**src/sac_pkg.sv**
```systemverilog
// Package of the converter control and accumulator block: register map,
// field positions, encodings, reset values and timing counts.
// Assumes a 200 MHz APB clock and 32-bit APB data.
package sac_pkg;

  // ----------------------------------------------------------------
  // Register byte addresses
  // ----------------------------------------------------------------
  localparam logic [7:0] ADDR_CTRL = 8'h00;
  localparam logic [7:0] ADDR_CFG  = 8'h04;
  localparam logic [7:0] ADDR_ACC  = 8'h08;
  localparam logic [7:0] ADDR_DCDC = 8'h0c;
  localparam logic [7:0] ADDR_DATA = 8'h10;
  localparam logic [7:0] ADDR_WIN  = 8'h14;

  // ----------------------------------------------------------------
  // Field positions and widths
  // ----------------------------------------------------------------
  localparam int CTRL_EN_BIT   = 0;
  localparam int CTRL_BUSY_BIT = 1;
  localparam int CTRL_DONE_BIT = 2;
  localparam int CTRL_WIN_BIT  = 3;
  localparam int CTRL_SRC_LSB  = 4;
  localparam int SRC_W         = 3;
  localparam int CFG_DIV_LSB   = 0;
  localparam int DIV_W         = 5;
  localparam int CFG_BURST_BIT = 8;
  localparam int ACC_SJST_LSB  = 0;
  localparam int SJST_W        = 3;
  localparam int ACC_RPT_LSB   = 3;
  localparam int RPT_W         = 3;
  localparam int DCDC_SYNC_BIT = 0;
  localparam int DCDC_INV_BIT  = 1;
  localparam int WIN_GT_LSB    = 0;
  localparam int WIN_LT_LSB    = 16;
  localparam int WORD_W        = 16;
  localparam int SAR_BITS      = 10;
  localparam int LEFT_PAD      = WORD_W - SAR_BITS;

  // ----------------------------------------------------------------
  // Encodings
  // ----------------------------------------------------------------
  localparam logic [2:0] SRC_SOFT = 3'h0;
  localparam logic [2:0] SRC_TMR0 = 3'h1;
  localparam logic [2:0] SRC_TMR2 = 3'h2;
  localparam logic [2:0] SRC_TMR3 = 3'h3;
  localparam logic [2:0] SRC_EXT  = 3'h4;
  localparam int         SJST_LEFT_BIT = 2;

  // ----------------------------------------------------------------
  // Reset values
  // ----------------------------------------------------------------
  localparam logic [15:0] GT_RST = 16'hffff;
  localparam logic [15:0] LT_RST = 16'h0000;

  // ----------------------------------------------------------------
  // Timing
  // ----------------------------------------------------------------
  localparam int CLK_PERIOD_PS = 5000;
  localparam int SYNC_MAX_NS   = 625;
  localparam int SYNC_MAX_CYC  = (SYNC_MAX_NS * 1000) / CLK_PERIOD_PS;
  localparam logic [7:0] SYNC_LAST = 8'(SYNC_MAX_CYC - 1);
  localparam int CONV_TICKS    = SAR_BITS + 1;
  localparam logic [3:0] CONV_LAST = 4'(CONV_TICKS - 1);

  typedef enum logic [1:0] {ST_IDLE, ST_WAIT_SYNC, ST_CONVERT} sac_state_t;

  // Number of samples per series for a repeat-count code
  function automatic logic [6:0] sac_repeat_len(input logic [2:0] code);
    logic [6:0] len;
    len = 7'h01;
    unique case (code)
      3'h1:    len = 7'h04;
      3'h2:    len = 7'h08;
      3'h3:    len = 7'h10;
      3'h4:    len = 7'h20;
      3'h5:    len = 7'h40;
      default: len = 7'h01;
    endcase
    return len;
  endfunction

endpackage

```
**src/sac_top.sv**
```systemverilog
// Converter control and accumulator: APB registers, start-source
// selection, dc-dc sync hold-off, conversion sequencing, 16-bit
// accumulation, formatting and window compare.
// Assumes all inputs synchronous to pclk and sample_code stable at the
// last conversion clock tick of each conversion.
//
// Function
// - Single samples right or left justified
// - Unused result bits read as zero
// - Sum stored only after final conversion
// - Repeat count 1, 4, 8, 16, 32, 64
// - 16-bit accumulator, optional shift 1-3
// - Conversion clock from divided system or oscillator
// - Five selectable start sources
// - Busy high during conversion, low after
// - Busy falling at series end sets done flag
// - Timer byte overflow chosen by mode
// - Sync mode holds start until dc-dc sync
// - Sync mode clocks from dc-dc clock
// - Invert bit inverts dc-dc conversion clock
// - Done only after full repeat count
// - Burst runs series from one trigger
// - Window compare only after full series
`timescale 1ns/1ps
module sac_top (
  input  wire logic        pclk,
  input  wire logic        presetn,
  input  wire logic        psel,
  input  wire logic        penable,
  input  wire logic        pwrite,
  input  wire logic [7:0]  paddr,
  input  wire logic [31:0] pwdata,
  output logic      [31:0] prdata,
  output logic             pready,
  output logic             pslverr,
  input  wire logic        timer0_ovf,
  input  wire logic        timer2_low_ovf,
  input  wire logic        timer2_high_ovf,
  input  wire logic        timer2_split,
  input  wire logic        timer3_low_ovf,
  input  wire logic        timer3_high_ovf,
  input  wire logic        timer3_split,
  input  wire logic        external_start_input,
  input  wire logic        lpo_tick,
  input  wire logic        dcdc_clk,
  input  wire logic        dcdc_sync,
  input  wire logic [9:0]  sample_code,
  output logic             conversion_busy,
  output logic             conversion_done,
  output logic             window_flag,
  output logic      [7:0]  result_high_byte,
  output logic      [7:0]  result_low_byte
);

  // ----------------------------------------------------------------
  // Register state
  // ----------------------------------------------------------------
  logic        en_q;
  logic [2:0]  src_q;
  logic        done_q;
  logic        win_q;
  logic [4:0]  div_q;
  logic        burst_q;
  logic [2:0]  sjst_q;
  logic [2:0]  rpt_q;
  logic        sync_q;
  logic        inv_q;
  logic [15:0] gt_q;
  logic [15:0] lt_q;
  logic [15:0] result_q;
  logic [31:0] prdata_q;

  // ----------------------------------------------------------------
  // Sequencer state
  // ----------------------------------------------------------------
  sac_pkg::sac_state_t state_q;
  sac_pkg::sac_state_t state_d;
  logic        busy_q;
  logic        ext_q;
  logic [3:0]  tick_q;
  logic [7:0]  wait_q;
  logic [6:0]  count_q;
  logic [15:0] acc_q;

  // ----------------------------------------------------------------
  // Combinational nets
  // ----------------------------------------------------------------
  logic        setup_ph;
  logic        access_ph;
  logic        wr_en;
  logic        hit_ctrl;
  logic        hit_cfg;
  logic        hit_acc;
  logic        hit_dcdc;
  logic        hit_data;
  logic        hit_win;
  logic        addr_hit;
  logic        wr_ctrl;
  logic        wr_cfg;
  logic        wr_acc;
  logic        wr_dcdc;
  logic        wr_win;
  logic [31:0] rd_ctrl;
  logic [31:0] rd_word;
  logic [2:0]  wr_src;
  logic        soft_start;
  logic        ext_rise;
  logic        t2_ovf;
  logic        t3_ovf;
  logic        sel_trig;
  logic        trig;
  logic        conv_tick;
  logic        conv_end;
  logic [6:0]  count_inc;
  logic [6:0]  series_len;
  logic        series_last;
  logic [15:0] acc_base;
  logic [15:0] acc_sum;
  logic [15:0] fmt_word;
  logic        win_hit;
  logic        sync_done;
  logic        done_clr;
  logic        win_clr;

  // ----------------------------------------------------------------
  // APB decode
  // ----------------------------------------------------------------
  // Zero wait states: read data is captured in the setup cycle
  assign setup_ph  = psel & ~penable;
  assign access_ph = psel & penable;
  assign wr_en     = access_ph & pwrite;
  assign hit_ctrl  = (paddr == sac_pkg::ADDR_CTRL);
  assign hit_cfg   = (paddr == sac_pkg::ADDR_CFG);
  assign hit_acc   = (paddr == sac_pkg::ADDR_ACC);
  assign hit_dcdc  = (paddr == sac_pkg::ADDR_DCDC);
  assign hit_data  = (paddr == sac_pkg::ADDR_DATA);
  assign hit_win   = (paddr == sac_pkg::ADDR_WIN);
  assign addr_hit  = hit_ctrl | hit_cfg | hit_acc | hit_dcdc | hit_data | hit_win;
  assign wr_ctrl   = wr_en & hit_ctrl;
  assign wr_cfg    = wr_en & hit_cfg;
  assign wr_acc    = wr_en & hit_acc;
  assign wr_dcdc   = wr_en & hit_dcdc;
  assign wr_win    = wr_en & hit_win;
  assign pready    = 1'b1;
  assign pslverr   = access_ph & ~addr_hit;

  // Read words; unlisted bits read as zero
  assign rd_ctrl = {25'h0000000, src_q, win_q, done_q, busy_q, en_q};
  assign rd_word = hit_ctrl ? rd_ctrl :
                   hit_cfg  ? {23'h000000, burst_q, 3'h0, div_q} :
                   hit_acc  ? {26'h0000000, rpt_q, sjst_q} :
                   hit_dcdc ? {30'h00000000, inv_q, sync_q} :
                   hit_data ? {16'h0000, result_q} :
                   hit_win  ? {lt_q, gt_q} : 32'h00000000;
  assign prdata  = prdata_q;

  // ----------------------------------------------------------------
  // Start sources
  // ----------------------------------------------------------------
  assign wr_src     = pwdata[sac_pkg::CTRL_SRC_LSB +: sac_pkg::SRC_W];
  // Software start uses the source written in the same access
  assign soft_start = wr_ctrl & pwdata[sac_pkg::CTRL_BUSY_BIT]
                      & (wr_src == sac_pkg::SRC_SOFT);
  assign ext_rise   = external_start_input & ~ext_q;
  assign t2_ovf     = timer2_split ? timer2_low_ovf : timer2_high_ovf;
  assign t3_ovf     = timer3_split ? timer3_low_ovf : timer3_high_ovf;
  // Only the selected source passes; the rest are dropped
  assign sel_trig   = (src_q == sac_pkg::SRC_SOFT) ? soft_start :
                      (src_q == sac_pkg::SRC_TMR0) ? timer0_ovf :
                      (src_q == sac_pkg::SRC_TMR2) ? t2_ovf :
                      (src_q == sac_pkg::SRC_TMR3) ? t3_ovf :
                      (src_q == sac_pkg::SRC_EXT)  ? ext_rise : 1'b0;
  // Triggers during a conversion are lost, not queued
  assign trig       = en_q & sel_trig & (state_q == sac_pkg::ST_IDLE);

  // ----------------------------------------------------------------
  // Conversion clock
  // ----------------------------------------------------------------
  sac_conv_clock u_conv_clock (
    .pclk       (pclk),
    .presetn    (presetn),
    .burst_en   (burst_q),
    .sync_en    (sync_q),
    .clk_invert (inv_q),
    .divider    (div_q),
    .lpo_tick   (lpo_tick),
    .dcdc_clk   (dcdc_clk),
    .conv_tick  (conv_tick)
  );

  // ----------------------------------------------------------------
  // Series bookkeeping
  // ----------------------------------------------------------------
  assign conv_end    = (state_q == sac_pkg::ST_CONVERT) & conv_tick
                       & (tick_q == sac_pkg::CONV_LAST);
  assign count_inc   = count_q + 7'h01;
  assign series_len  = sac_pkg::sac_repeat_len(rpt_q);
  // Greater-or-equal so a count shrunk mid-series still ends it
  assign series_last = conv_end & (count_inc >= series_len);
  assign acc_base    = (count_q == 7'h00) ? 16'h0000 : acc_q;
  assign acc_sum     = acc_base + {6'h00, sample_code};
  // Sync watchdog bounds the hold-off to one slowest dc-dc period
  assign sync_done   = dcdc_sync | (wait_q == sac_pkg::SYNC_LAST);

  sac_format u_format (
    .acc_word (acc_sum),
    .sjst     (sjst_q),
    .fmt_word (fmt_word)
  );

  assign win_hit  = (fmt_word > gt_q) | (fmt_word < lt_q);
  assign done_clr = wr_ctrl & ~pwdata[sac_pkg::CTRL_DONE_BIT];
  assign win_clr  = wr_ctrl & ~pwdata[sac_pkg::CTRL_WIN_BIT];

  // Next state of the conversion sequencer
  always_comb
  begin
    state_d = state_q;
    unique case (state_q)
      sac_pkg::ST_IDLE:
        if (trig)
          state_d = sync_q ? sac_pkg::ST_WAIT_SYNC
                           : sac_pkg::ST_CONVERT;
      sac_pkg::ST_WAIT_SYNC:
        if (sync_done)
          state_d = sac_pkg::ST_CONVERT;
      sac_pkg::ST_CONVERT:
        if (conv_end)
          // Burst chains the series without further triggers
          state_d = (burst_q & ~series_last) ? sac_pkg::ST_CONVERT
                                             : sac_pkg::ST_IDLE;
      // The fourth code of the two-bit state is unused; recover to idle
      default:
        state_d = sac_pkg::ST_IDLE;
    endcase
  end

  // ----------------------------------------------------------------
  // Configuration registers
  // ----------------------------------------------------------------
  always_ff @(posedge pclk or negedge presetn)
  begin
    if (!presetn)
    begin
      en_q    <= 1'b0;
      src_q   <= sac_pkg::SRC_SOFT;
      div_q   <= 5'h00;
      burst_q <= 1'b0;
      sjst_q  <= 3'h0;
      rpt_q   <= 3'h0;
      sync_q  <= 1'b0;
      inv_q   <= 1'b0;
      gt_q    <= sac_pkg::GT_RST;
      lt_q    <= sac_pkg::LT_RST;
    end
    else
    begin
      if (wr_ctrl)
      begin
        en_q  <= pwdata[sac_pkg::CTRL_EN_BIT];
        src_q <= wr_src;
      end
      if (wr_cfg)
      begin
        div_q   <= pwdata[sac_pkg::CFG_DIV_LSB +: sac_pkg::DIV_W];
        burst_q <= pwdata[sac_pkg::CFG_BURST_BIT];
      end
      if (wr_acc)
      begin
        sjst_q <= pwdata[sac_pkg::ACC_SJST_LSB +: sac_pkg::SJST_W];
        rpt_q  <= pwdata[sac_pkg::ACC_RPT_LSB +: sac_pkg::RPT_W];
      end
      if (wr_dcdc)
      begin
        sync_q <= pwdata[sac_pkg::DCDC_SYNC_BIT];
        inv_q  <= pwdata[sac_pkg::DCDC_INV_BIT];
      end
      if (wr_win)
      begin
        gt_q <= pwdata[sac_pkg::WIN_GT_LSB +: sac_pkg::WORD_W];
        lt_q <= pwdata[sac_pkg::WIN_LT_LSB +: sac_pkg::WORD_W];
      end
    end
  end

  // Status flags; a set in the clearing cycle wins
  always_ff @(posedge pclk or negedge presetn)
  begin
    if (!presetn)
    begin
      done_q   <= 1'b0;
      win_q    <= 1'b0;
      prdata_q <= 32'h00000000;
    end
    else
    begin
      done_q <= series_last | (done_q & ~done_clr);
      win_q  <= (series_last & win_hit) | (win_q & ~win_clr);
      if (setup_ph & ~pwrite)
        prdata_q <= rd_word;
    end
  end

  // ----------------------------------------------------------------
  // Sequencer registers
  // ----------------------------------------------------------------
  always_ff @(posedge pclk or negedge presetn)
  begin
    if (!presetn)
    begin
      state_q <= sac_pkg::ST_IDLE;
      busy_q  <= 1'b0;
      ext_q   <= 1'b0;
      tick_q  <= 4'h0;
      wait_q  <= 8'h00;
    end
    else
    begin
      state_q <= state_d;
      busy_q  <= (state_d != sac_pkg::ST_IDLE);
      ext_q   <= external_start_input;
      if (state_q != sac_pkg::ST_CONVERT || conv_end)
        tick_q <= 4'h0;
      else if (conv_tick)
        tick_q <= tick_q + 4'h1;
      if (state_q != sac_pkg::ST_WAIT_SYNC)
        wait_q <= 8'h00;
      else
        wait_q <= wait_q + 8'h01;
    end
  end

  // Accumulator and presented result
  always_ff @(posedge pclk or negedge presetn)
  begin
    if (!presetn)
    begin
      count_q  <= 7'h00;
      acc_q    <= 16'h0000;
      result_q <= 16'h0000;
    end
    else
    begin
      if (conv_end)
      begin
        count_q <= series_last ? 7'h00 : count_inc;
        acc_q   <= acc_sum;
      end
      // Data moves only at series end so reads never see a partial sum
      if (series_last)
        result_q <= fmt_word;
    end
  end

  // ----------------------------------------------------------------
  // Outputs
  // ----------------------------------------------------------------
  assign conversion_busy  = busy_q;
  assign conversion_done  = done_q;
  assign window_flag      = win_q;
  assign result_high_byte = result_q[15:8];
  assign result_low_byte  = result_q[7:0];

endmodule

```
**src/sac_conv_clock.sv**
```systemverilog
// Conversion clock tick generator.
// Assumes lpo_tick and dcdc_clk are synchronous to pclk.
`timescale 1ns/1ps
module sac_conv_clock (
  input  wire logic       pclk,
  input  wire logic       presetn,
  input  wire logic       burst_en,
  input  wire logic       sync_en,
  input  wire logic       clk_invert,
  input  wire logic [4:0] divider,
  input  wire logic       lpo_tick,
  input  wire logic       dcdc_clk,
  output logic            conv_tick
);

  logic       dcdc_q;
  logic [4:0] div_q;
  logic       tick_q;
  logic       dcdc_lvl;
  logic       dcdc_rise;
  logic       src_tick;
  logic       wrap;

  // ------------------------------------------------------------
  // Source selection
  // ------------------------------------------------------------
  assign dcdc_lvl  = dcdc_clk ^ clk_invert;
  assign dcdc_rise = dcdc_lvl & ~dcdc_q;
  // Dc-dc clock wins over burst so conversions line up with switching
  assign src_tick  = sync_en ? dcdc_rise :
                     (burst_en ? lpo_tick : 1'b1);
  // Greater-or-equal so a shrunk divisor cannot strand the counter
  assign wrap      = (div_q >= divider);

  // Divider counter and registered tick
  always_ff @(posedge pclk or negedge presetn)
  begin
    if (!presetn)
    begin
      dcdc_q <= 1'b0;
      div_q  <= 5'h00;
      tick_q <= 1'b0;
    end
    else
    begin
      dcdc_q <= dcdc_lvl;
      tick_q <= src_tick & wrap;
      if (src_tick)
        div_q <= wrap ? 5'h00 : div_q + 5'h01;
    end
  end

  assign conv_tick = tick_q;

endmodule

```
**src/sac_format.sv**
```systemverilog
// Result formatter: justification and right shift of the accumulator.
// Purely combinational; the caller registers the result.
`timescale 1ns/1ps
module sac_format (
  input  wire logic [15:0] acc_word,
  input  wire logic [2:0]  sjst,
  output logic      [15:0] fmt_word
);

  logic [15:0] left_word;
  logic [15:0] right_word;

  // ------------------------------------------------------------
  // Format selection
  // ------------------------------------------------------------
  // Left form keeps only the 10-bit code; zeros fill the low bits
  assign left_word  = {acc_word[sac_pkg::SAR_BITS-1:0],
                       {sac_pkg::LEFT_PAD{1'b0}}};
  // Logical shift brings zeros in at the top
  assign right_word = acc_word >> sjst[1:0];
  // Left form is only meaningful for single samples
  assign fmt_word   = sjst[sac_pkg::SJST_LEFT_BIT] ? left_word
                                                   : right_word;

endmodule

```
**config.mk**
```make
export PLATFORM = sky130hd
export DESIGN_NAME = sac_top
export DESIGN_NICKNAME = d
export VERILOG_FILES = /design/src/sac_pkg.sv /design/src/sac_top.sv /design/src/sac_conv_clock.sv /design/src/sac_format.sv
export SDC_FILE = /design/constraint.sdc
export NUM_CORES = 1
export LEC_CHECK = 0
export ABC_AREA = 1
export BUFFER_PORTS_ARGS = -buffer_cell sky130_fd_sc_hd__buf_2
export CORE_MARGIN = 5
export CORE_UTILIZATION = 30
export CTS_CLUSTER_SIZE = 28
export DETAILED_ROUTE_END_ITERATION = 12
export SYNTH_ARGS = -nofsm -noshare
export SYNTH_HDL_FRONTEND = slang
export SYNTH_SLANG_ARGS = --single-unit
```
**constraint.sdc**
```tcl
create_clock -name pclk -period 4.3 [get_ports pclk]
set_input_delay 0.43 -clock pclk [delete_from_list [all_inputs] [get_ports pclk]]
set_output_delay 0.43 -clock pclk [all_outputs]
set_load 0.01 [all_outputs]
```
Word-level counts from Yosys, hierarchy flattened. Index checks and enable logic that the tools add are counted.

Bits in registers: 146. Bits of input ports: 66. Output and inout port bits: 53. Word-level logic and storage cells: 137.

Add/subtract/negate cells: 5. $lt $le $gt $ge: 4. Eq/ne operators: 20. Shifts and indexed selects: 1. Mux-type cells: 29. Bitwise gates (word level): 46. Reduce and logical (&&, ||, !) cells: 8.

Operator list (number): $mux W32 (6); $pmux W7 S5 (1); $mux W16 (2); $and A1 B1 Y1 (26); $add A16 B10 Y16 (1); $eq A8 B4 Y1 const B (2); $eq A8 B5 Y1 const B (2); $gt A16 B16 Y1 (1); $lt A16 B16 Y1 (1); $shr A16 B2 Y16 (1); $eq A3 B2 Y1 const B (4); $mux W2 (5); $not A1 Y1 (10); $eq A3 B3 Y1 const B (3); $mux W1 (9); $or A1 B1 Y1 (9); $add A8 B1 Y8 const B (1); $eq A8 B3 Y1 const B (1); $eq A8 B7 Y1 const B (1); $logic_not A8 Y1 (1); $mux W4 (2); $mux W8 (1); $add A7 B1 Y7 const B (1); $ge A7 B7 Y1 (1); 18 further kinds (21).

Logic depth before layout (Yosys ltp). Gate-level depths: netlist of the first run.

Depth in word-level cells: 12. Depth in mapped cells: 31. Mapped depth without buffers: 30.

Hierarchy. Synthesis of the first run repeated with hierarchy kept, for this count alone.

Cell total of the unflattened synthesis: 1177. Area total of the unflattened synthesis: 8962.3 µm².

By module, submodules not included: sac_top (times used 1, cells each 999, area an instance 7921.3 µm², sequential area each 3498.4 µm²); sac_conv_clock (times used 1, cells each 69, area an instance 523.0 µm², sequential area each 175.2 µm²); sac_format (times used 1, cells each 109, area an instance 518.0 µm², sequential area each 0.0 µm²).

Least setup slack after synthesis of the first run. No wires, ideal clock.

Kind: register to register. From: register count_q[0]. To: register win_q (netlist: window_flag). Setup time: 0.121 ns. Data arrival time: 3.767 ns. Required time: 4.179 ns. Slack: 0.412 ns. Cell stages (with the launch flop): 30. Path buffers: 1. Clock period less this slack: 3.888 ns. Cells stage by stage: dfrtp_1 inv_1 ha_1 nand4_4 clkbuf_1 nand2_1 inv_1 ha_1 fa_1 nand3_1 nand2_2 nand2_1 nand2_2 a21o_4 nand2_2 xor2_2 nand2_1 nand2_1 nand2_1 nand3_2 ha_1 a21oi_1 nor2_1 a211oi_1 o221ai_1 a21oi_1 a21o_1 nand2_1 nand2_1 nand2_1.

Word-level cells in the longest chain between the ends: 9. Elaborated cells between the ends (all ways): 13. Classes of those cells: 2 x add/sub; 3 x order compare; 1 x shift; 2 x mux; 4 x bitwise; 1 x reduce/logical.

RTL lines: start: declaration (line sac_top.sv:82) `logic [6:0] count_q;`; start signal: assignment (line sac_top.sv:346) `count_q <= series_last ? 7'h00 : count_inc;`; $logic_not A7 Y1 (*) (line sac_top.sv:200) `assign acc_base = (count_q == 7'h00) ? 16'h0000 : acc_q;`; $mux W16 (*) (line sac_top.sv:200); $add A16 B10 Y16 (*) (line sac_top.sv:201) `assign acc_sum = acc_base + {6'h00, sample_code};`; $shr A16 B2 Y16 (line sac_format.sv:20) `assign right_word = acc_word >> sjst[1:0];`; $mux W16 (*) (line sac_format.sv:22) `assign fmt_word = sjst[sac_pkg::SJST_LEFT_BIT] ? left_word`; net fmt_word[9] (line sac_top.sv:119) `logic [15:0] fmt_word;`; $gt A16 B16 Y1 or $lt A16 B16 Y1 (tied branches) (line sac_top.sv:211) `assign win_hit = (fmt_word > gt_q) | (fmt_word < lt_q);`; $or A1 B1 Y1 (*) (line sac_top.sv:211); $and A1 B1 Y1 (*) (line sac_top.sv:298) `win_q <= (series_last & win_hit) | (win_q & ~win_clr);`; $or A1 B1 Y1 (*) (line sac_top.sv:298); end signal: assignment (line sac_top.sv:298); end: declaration (line sac_top.sv:61) `logic win_q;`.

Mark *: on every way through the listed nets, which the timed path passes. The rest lies on a longest branch. A chain may end at the register's enable or synchronous reset.

Worst setup path after layout of the first run.
From: register count_q[1]. To: register win_q (netlist: window_flag).

Same word-level chain as after synthesis.

==> results of run 1 <==
[power breakdown]
part	internal (W)	total [W]	switching, W
combinational	0.0000911	0.000260	0.000169
sequential	0.00141	0.00144	0.0000271
clock	0.000946	0.00156	0.000613
[layout make-up]
type / count / area share [%]
Clock inverter: 12 / 1.49
Clock buffer: 20 / 4.39
Timing Repair Buffer: 135 / 6.99
Sequential cell: 146 / 35.3
Multi-Input combinational cell: 752 / 41.6
Inverter: 152 / 5.56
Tap cell: 384 / 4.62
[sequential cells by signal, summed over array words and instances (netlist names)]
signal,count
acc_q,16
burst_q,1
conversion_busy,1
conversion_done,1
count_q,7
div_q,5
en_q,1
ext_q,1
gt_q,16
inv_q,1
lt_q,16
prdata,32
result_q,16
rpt_q,3
sjst_q,3
src_q,3
state_q,2
sync_q,1
tick_q,4
u_conv_clock.conv_tick,1
u_conv_clock.dcdc_q,1
u_conv_clock.div_q,5
wait_q,8
window_flag,1
[final timing paths]
| path | from | endpoint | slack (ns) | cells past startpoint |
|---|---|---|---|---|
| worst max-delay path | count_q[1] | window_flag | 0.33 | 28 |
| worst min-delay path | presetn | prdata[9] | 0.08 | 1 |
| worst max register to register | count_q[1] | window_flag | 0.33 | 28 |
| worst min register to register | wait_q[0] | wait_q[0] | 0.46 | 1 |
| max in group asynchronous | presetn | gt_q[1] | 3.22 | 2 |
| min in group pclk | external_start_input | ext_q | 0.13 | 1 |
[placed cells by master (no fill, tap or decap), types with 9 or more instances in the layout]
cell,n
nand2_1,260
inv_1,140
dfrtp_1,129
buf_2,116
nor2_1,75
o21ai_0,69
a21oi_1,59
ha_1,59
nand3_1,53
nor3_1,19
o31ai_1,18
buf_4,18
clkbuf_16,17
dfstp_2,16
nand2_2,12
o22ai_1,12
o21ai_1,11
nand3_2,10
xor2_1,10
inv_2,9
[Yosys cell counts (2+ instances only)]
library cell  instances
nand2_1             260
inv_1               140
dfrtp_1             130
nor2_1               76
o21ai_0              69
a21oi_1              59
ha_1                 59
nand3_1              55
clkbuf_1             22
nor3_1               20
o31ai_1              18
dfstp_2              16
nand2_2              12
o22ai_1              12
o21ai_1              11
xor2_1               10
inv_2                 9
buf_2                 8
nand3_2               8
nand4_1               8
nor2_2                6
o21ai_2               6
a21oi_2               5
o21a_1                5
xor2_2                5
a211oi_1              4
nor2_4                4
nand2_4               3
xnor2_1               3
a31oi_1               2
buf_4                 2
mux2i_1               2
o211ai_1              2
o221ai_1              2
or2_2                 2
[worst max-delay path: cells and delay by family (launching register included)]
family                     cells  cell delay [ns]
and+or+nand+nor               15             1.23
adders and majority gates      4             1.04
AOI/OAI and AO/OA              5             0.74
DFF                            1             0.40
buffers and inverters          3             0.23
xor gates and xnor gates       1             0.19
[cells by family (layout without fill, tap and decap cells)]
| family | after synthesis | in the layout | share of synthesized area, % |
|---|---|---|---|
| AOI/OAI and AO/OA | 210 | 210 | 14.6 |
| other | 1 | 1 | 0.0431 |
| and+or+nand+nor | 461 | 461 | 23.7 |
| xor gates and xnor gates | 18 | 18 | 2.24 |
| muxes | 2 | 2 | 0.230 |
| DFF | 146 | 146 | 42.2 |
| adders and majority gates | 60 | 60 | 8.72 |
| buffers and inverters | 184 | 319 | 8.23 |
[what timing repair did]
action                                  CTS  global route
buffers inserted                          0             5
resized for setup                         0             6
endpoints found under the setup margin    0             1
[routing by layer]
layer  routed length, um  share of wire [%]
met1               10900                 46
met2               11700                 49
met3                1030                4.3
met4                 383                1.6
met5                   0                  0
[per-stage QoR]
stage | util, % | std cells | total power, W
2_1_floorplan | - | 1082 | 0.00160
4_1_cts | 36.1 | 1596 | 0.00329
5_1_grt | 36.3 | 1601 | 0.00338
3_3_place_gp | 34.0 | 1564 | 0.00172
6_report | 36.3 | 1601 | 0.00326
3_5_place_dp | 34.0 | 1564 | 0.00172
==> impl_metrics.yaml, run 1 <==
run_status:
  outcome: "finished, final reports clean"
global_routing:
  grt_max_degree: 91
  first_global_vias: 7473
  use_met3_pct: 2.52
  grtUsageMet2_pct: 25.0
  antenna_found_initial: 0
  grt_busiest_layer: "met2"
  grt_pass1_wl_mm: 39.5
  use_met1_pct: 19.7
  grt_overflow: 0
  grt.total_usage_pct: 14.8
floorplan:
  die_x_um: 180
  die_h_um: 180
  core-area_sq_mm: 0.0286
  die-area_sq_mm: 0.0325
  ios: 119
  start_util_pct: 30.4
  core.rowCount: 62
finish:
  drive_above_1_share_pct: 21.4
  multi_input_comb_area_sq_mm: 0.00433
  fin_nets: 1330
  ff_latch_area_sq_mm: 0.00367
  areaGrowthSynthToFinish_pct: 19.6
  n_fill_cell: 2968
  final_area_sq_mm: 0.0104
  diodes: 0
timing:
  drv_slew: 0
  finalSetupTns_ns: 0
  hold_violations: 0
  fin_worst_skew_ns: 0.0116
  setup_viol: 0
  worstMarginPinSlew_ns: 1.01
  setup_ws_ns: 0.332
  rsz0062_at_grt: "no"
  fin_crit_sh_pct: 92.3
  timing.fmax_mhz: 252
  fin_crit_ns: 3.97
  max_slew_margin_pct: 32.7
  whs_ns: 0.0763
critical_path:
  crit_path_frequent_cell: "nand2_1"
  slowest_stage: "dfrtp_1"
  cp-end-kind: "flip-flop"
  critPathMaxFanout: 6
  max_stage_delay_ns: 0.40
  start_kind: "flip-flop"
  criticalPathCategory: "flip-flop to flip-flop"
  worstPathRequired_ns: 4.61
  crit_arrival_ns: 4.28
yosys:
  synth_warnings: 0
  avgSynthCellArea_sq_um: 8.04
  synth_top_area_share_pct: 37.4
  post_synth_num_cell_types: 62
  synth.area.top_cells: "dfrtp_1, nand2_1, ha_1"
  syn_area_sq_mm: 0.00870
  synthCells: 1082
  seq_area_frac_synth_pct: 42.2
  yosysTopAreaCell: "dfrtp_1"
  synth_edf_count: 0
  ys_ff_latch: 146
  synthFlopType: "dfrtp_1"
  async_flop_share_pct: 100
  syn_nets: 1208
clock_network:
  cts-htree-levels: 4
  clock-root-buffer: "clkbuf_16"
  clock_latency_ns: 0.43
  cts_buffer_depth: 2
  cts_tree: "yes"
  cts.clk_slew.worst_paths_ns: 0.07
  cts_hold_buf: 0
  numClockSinks: 146
  numCtsBuffers: 17
route:
  vias: 7533
  firstDrtPassIters: 5
  drtAntennaViolNets: 0
  via_per_inst: 4.71
  drc: 0
  drt_wl_total_mm: 24.0
  drt-initial-drc-count: 376
  routedWlPerCell_um: 15.0
worst_hold_path:
  hp-class: "input port to asynchronous set/reset pin"
power:
  leakagePower_nw: 5.34
  power_density_mw_per_mm2: 313
  vdd_drop_max_uv: 247
placement:
  dpl_worst_slack_ns: 0.171
  io_buffers: 117
  gp_congestion: 0.904
  hpwl_mm: 18.3
  place_area_sq_mm: 0.00973
job:
  maxCapViolations: 0
No activity file was read; power rests on OpenSTA's default activity.
==> run 2: changes to the inputs <==
- BUFFER_PORTS_ARGS: -buffer_cell sky130_fd_sc_hd__buf_2 -> default
- DONT_BUFFER_PORTS: default -> 1
==> impl_metrics.yaml, run 2 (synthesis results as in run 1) <==
run_status:
  outcome: "finished, final reports clean"
critical_path:
  ff2ff_setup_slack_ns: 0.27
  critPathMaxFanout: 5
  max_stage_delay_ns: 0.43
  start_kind: "flip-flop"
  cp-startpoint: "count_q[0]"
  cp-end-kind: "flip-flop"
  cp-endpoint: "window_flag"
  slowest_stage: "dfrtp_2"
  reg2reg_from: "count_q[0]"
  reg2reg_to: "window_flag"
  worstPathRequired_ns: 4.61
  crit_arrival_ns: 4.34
  rr_worst_depth: 28
  crit_path_frequent_cell: "nand2_1"
  criticalPathCategory: "flip-flop to flip-flop"
finish:
  areaGrowthSynthToFinish_pct: 12.9
  diodes: 0
  mostFrequentLayoutCells: "nand2_1, inv_1, dfrtp_1"
  final_common_cell: "nand2_1"
  drive_above_1_share_pct: 12.8
  n_fill_cell: 2955
  fin_nets: 1214
  largest_reg_flops: 32
clock_network:
  clock_latency_ns: 0.43
  numClockSinks: 146
  clock-root-buffer: "clkbuf_16"
  cts.clk_slew.worst_paths_ns: 0.06
  numCtsBuffers: 17
  cts-htree-levels: 4
  cts_buffer_depth: 2
  cts_tree: "yes"
floorplan:
  die_x_um: 180
  start_util_pct: 30.4
  core-area_sq_mm: 0.0286
  die-area_sq_mm: 0.0325
  core.rowCount: 62
  ios: 119
  die_h_um: 180
global_routing:
  grt_max_degree: 147
  grt_overflow: 0
  grt.total_usage_pct: 14.6
  first_global_vias: 6968
  antenna_found_initial: 1
  grt_pass1_wl_mm: 38.3
job:
  maxCapViolations: 0
route:
  routedWlPerCell_um: 16.2
  via_per_inst: 4.85
  drt-initial-drc-count: 397
  drt_wl_total_mm: 24.1
  drtAntennaViolNets: 0
  vias: 7205
  drc: 0
  firstDrtPassIters: 5
timing:
  setup_ws_ns: 0.271
  worstMarginPinSlew_ns: 0.963
  rsz0062_at_grt: "no"
  fin_crit_sh_pct: 93.7
  fin_worst_skew_ns: 0.00659
  fin_crit_ns: 4.03
  timing.fmax_mhz: 248
  setup_viol: 0
  drv_slew: 0
  finalSetupTns_ns: 0
  max_slew_margin_pct: 35.8
  whs_ns: 0.00168
  hold_violations: 0
placement:
  gp_congestion: 0.936
  io_buffers: 0
  hpwl_mm: 18.2
  dpl_worst_slack_ns: 0.204
power:
  vdd_drop_max_uv: 199
  power_density_mw_per_mm2: 318
  leakagePower_nw: 4.84
worst_hold_path:
  hp-class: "input port to asynchronous set/reset pin"
-- run 2: final cells by class --
cell class                      count  area (sq um)  share of cell area (%)
Multi-Input combinational cell    753          4360                    44.4
Sequential cell                   146          3670                    37.4
Inverter                          152           578                    5.89
Timing Repair Buffer               18           159                    1.62
Tap cell                          384           480                    4.89
Clock inverter                      9           110                    1.12
Clock buffer                       23           458                    4.66
-- run 2: power breakdown --
group          switching [W]  total [W]  internal, W
logic               0.000146   0.000213    0.0000672
clock network       0.000590    0.00146     0.000869
registers          0.0000358    0.00145      0.00141
-- run 2: critical path, delay by kind of cell (launching register included) --
family | cells | cell delay, ns
compound gates | 5 | 0.76
flops | 1 | 0.43
simple gates | 15 | 1.25
xor+xnor | 1 | 0.19
fa+ha+maj | 4 | 1.02
buf+inv | 3 | 0.26
-- run 2: routing by layer --
layer / wire length (um) / vias up / GRT usage (%)
li1: - / 3553 / -
met1: 10400 / 3434 / 18.4
met2: 11900 / 184 / 24.7
met3: 1400 / 32 / 3.55
met4: 420 / 2 / 4.78
met5: 13 / - / 0
-- run 2: timing repair --
action                                 4_1_cts  5_1_grt
hold buffers                                 1        0
resized for setup                            0        8
buffers inserted                             0        2
setup endpoints to repair                    0        1
endpoints found under the hold margin      146        0
-- run 2: worst min path at each step --
stage	from	endpoint	slack, ns	cells past startpoint
after floorplan	presetn	acc_q[0]	0.13	0
after global placement	presetn	src_q[0]	0.14	0
final	presetn	src_q[2]	0.002	1
after global routing	external_start_input	ext_q	0.007	0
after CTS	external_start_input	ext_q	0.009	0
after detailed placement	presetn	src_q[0]	0.15	0
-- run 2: metrics by stage --
stage                     utilization (%)  total power (W)  std cells  area, sq um
after global placement               32.0          0.00165       1449         9160
after global routing                 34.3          0.00325       1485         9820
after floorplan                         -          0.00160       1082         8700
final                                34.3          0.00312       1485         9820
after CTS                            34.1          0.00316       1482         9760
after detailed placement             32.0          0.00165       1449         9160
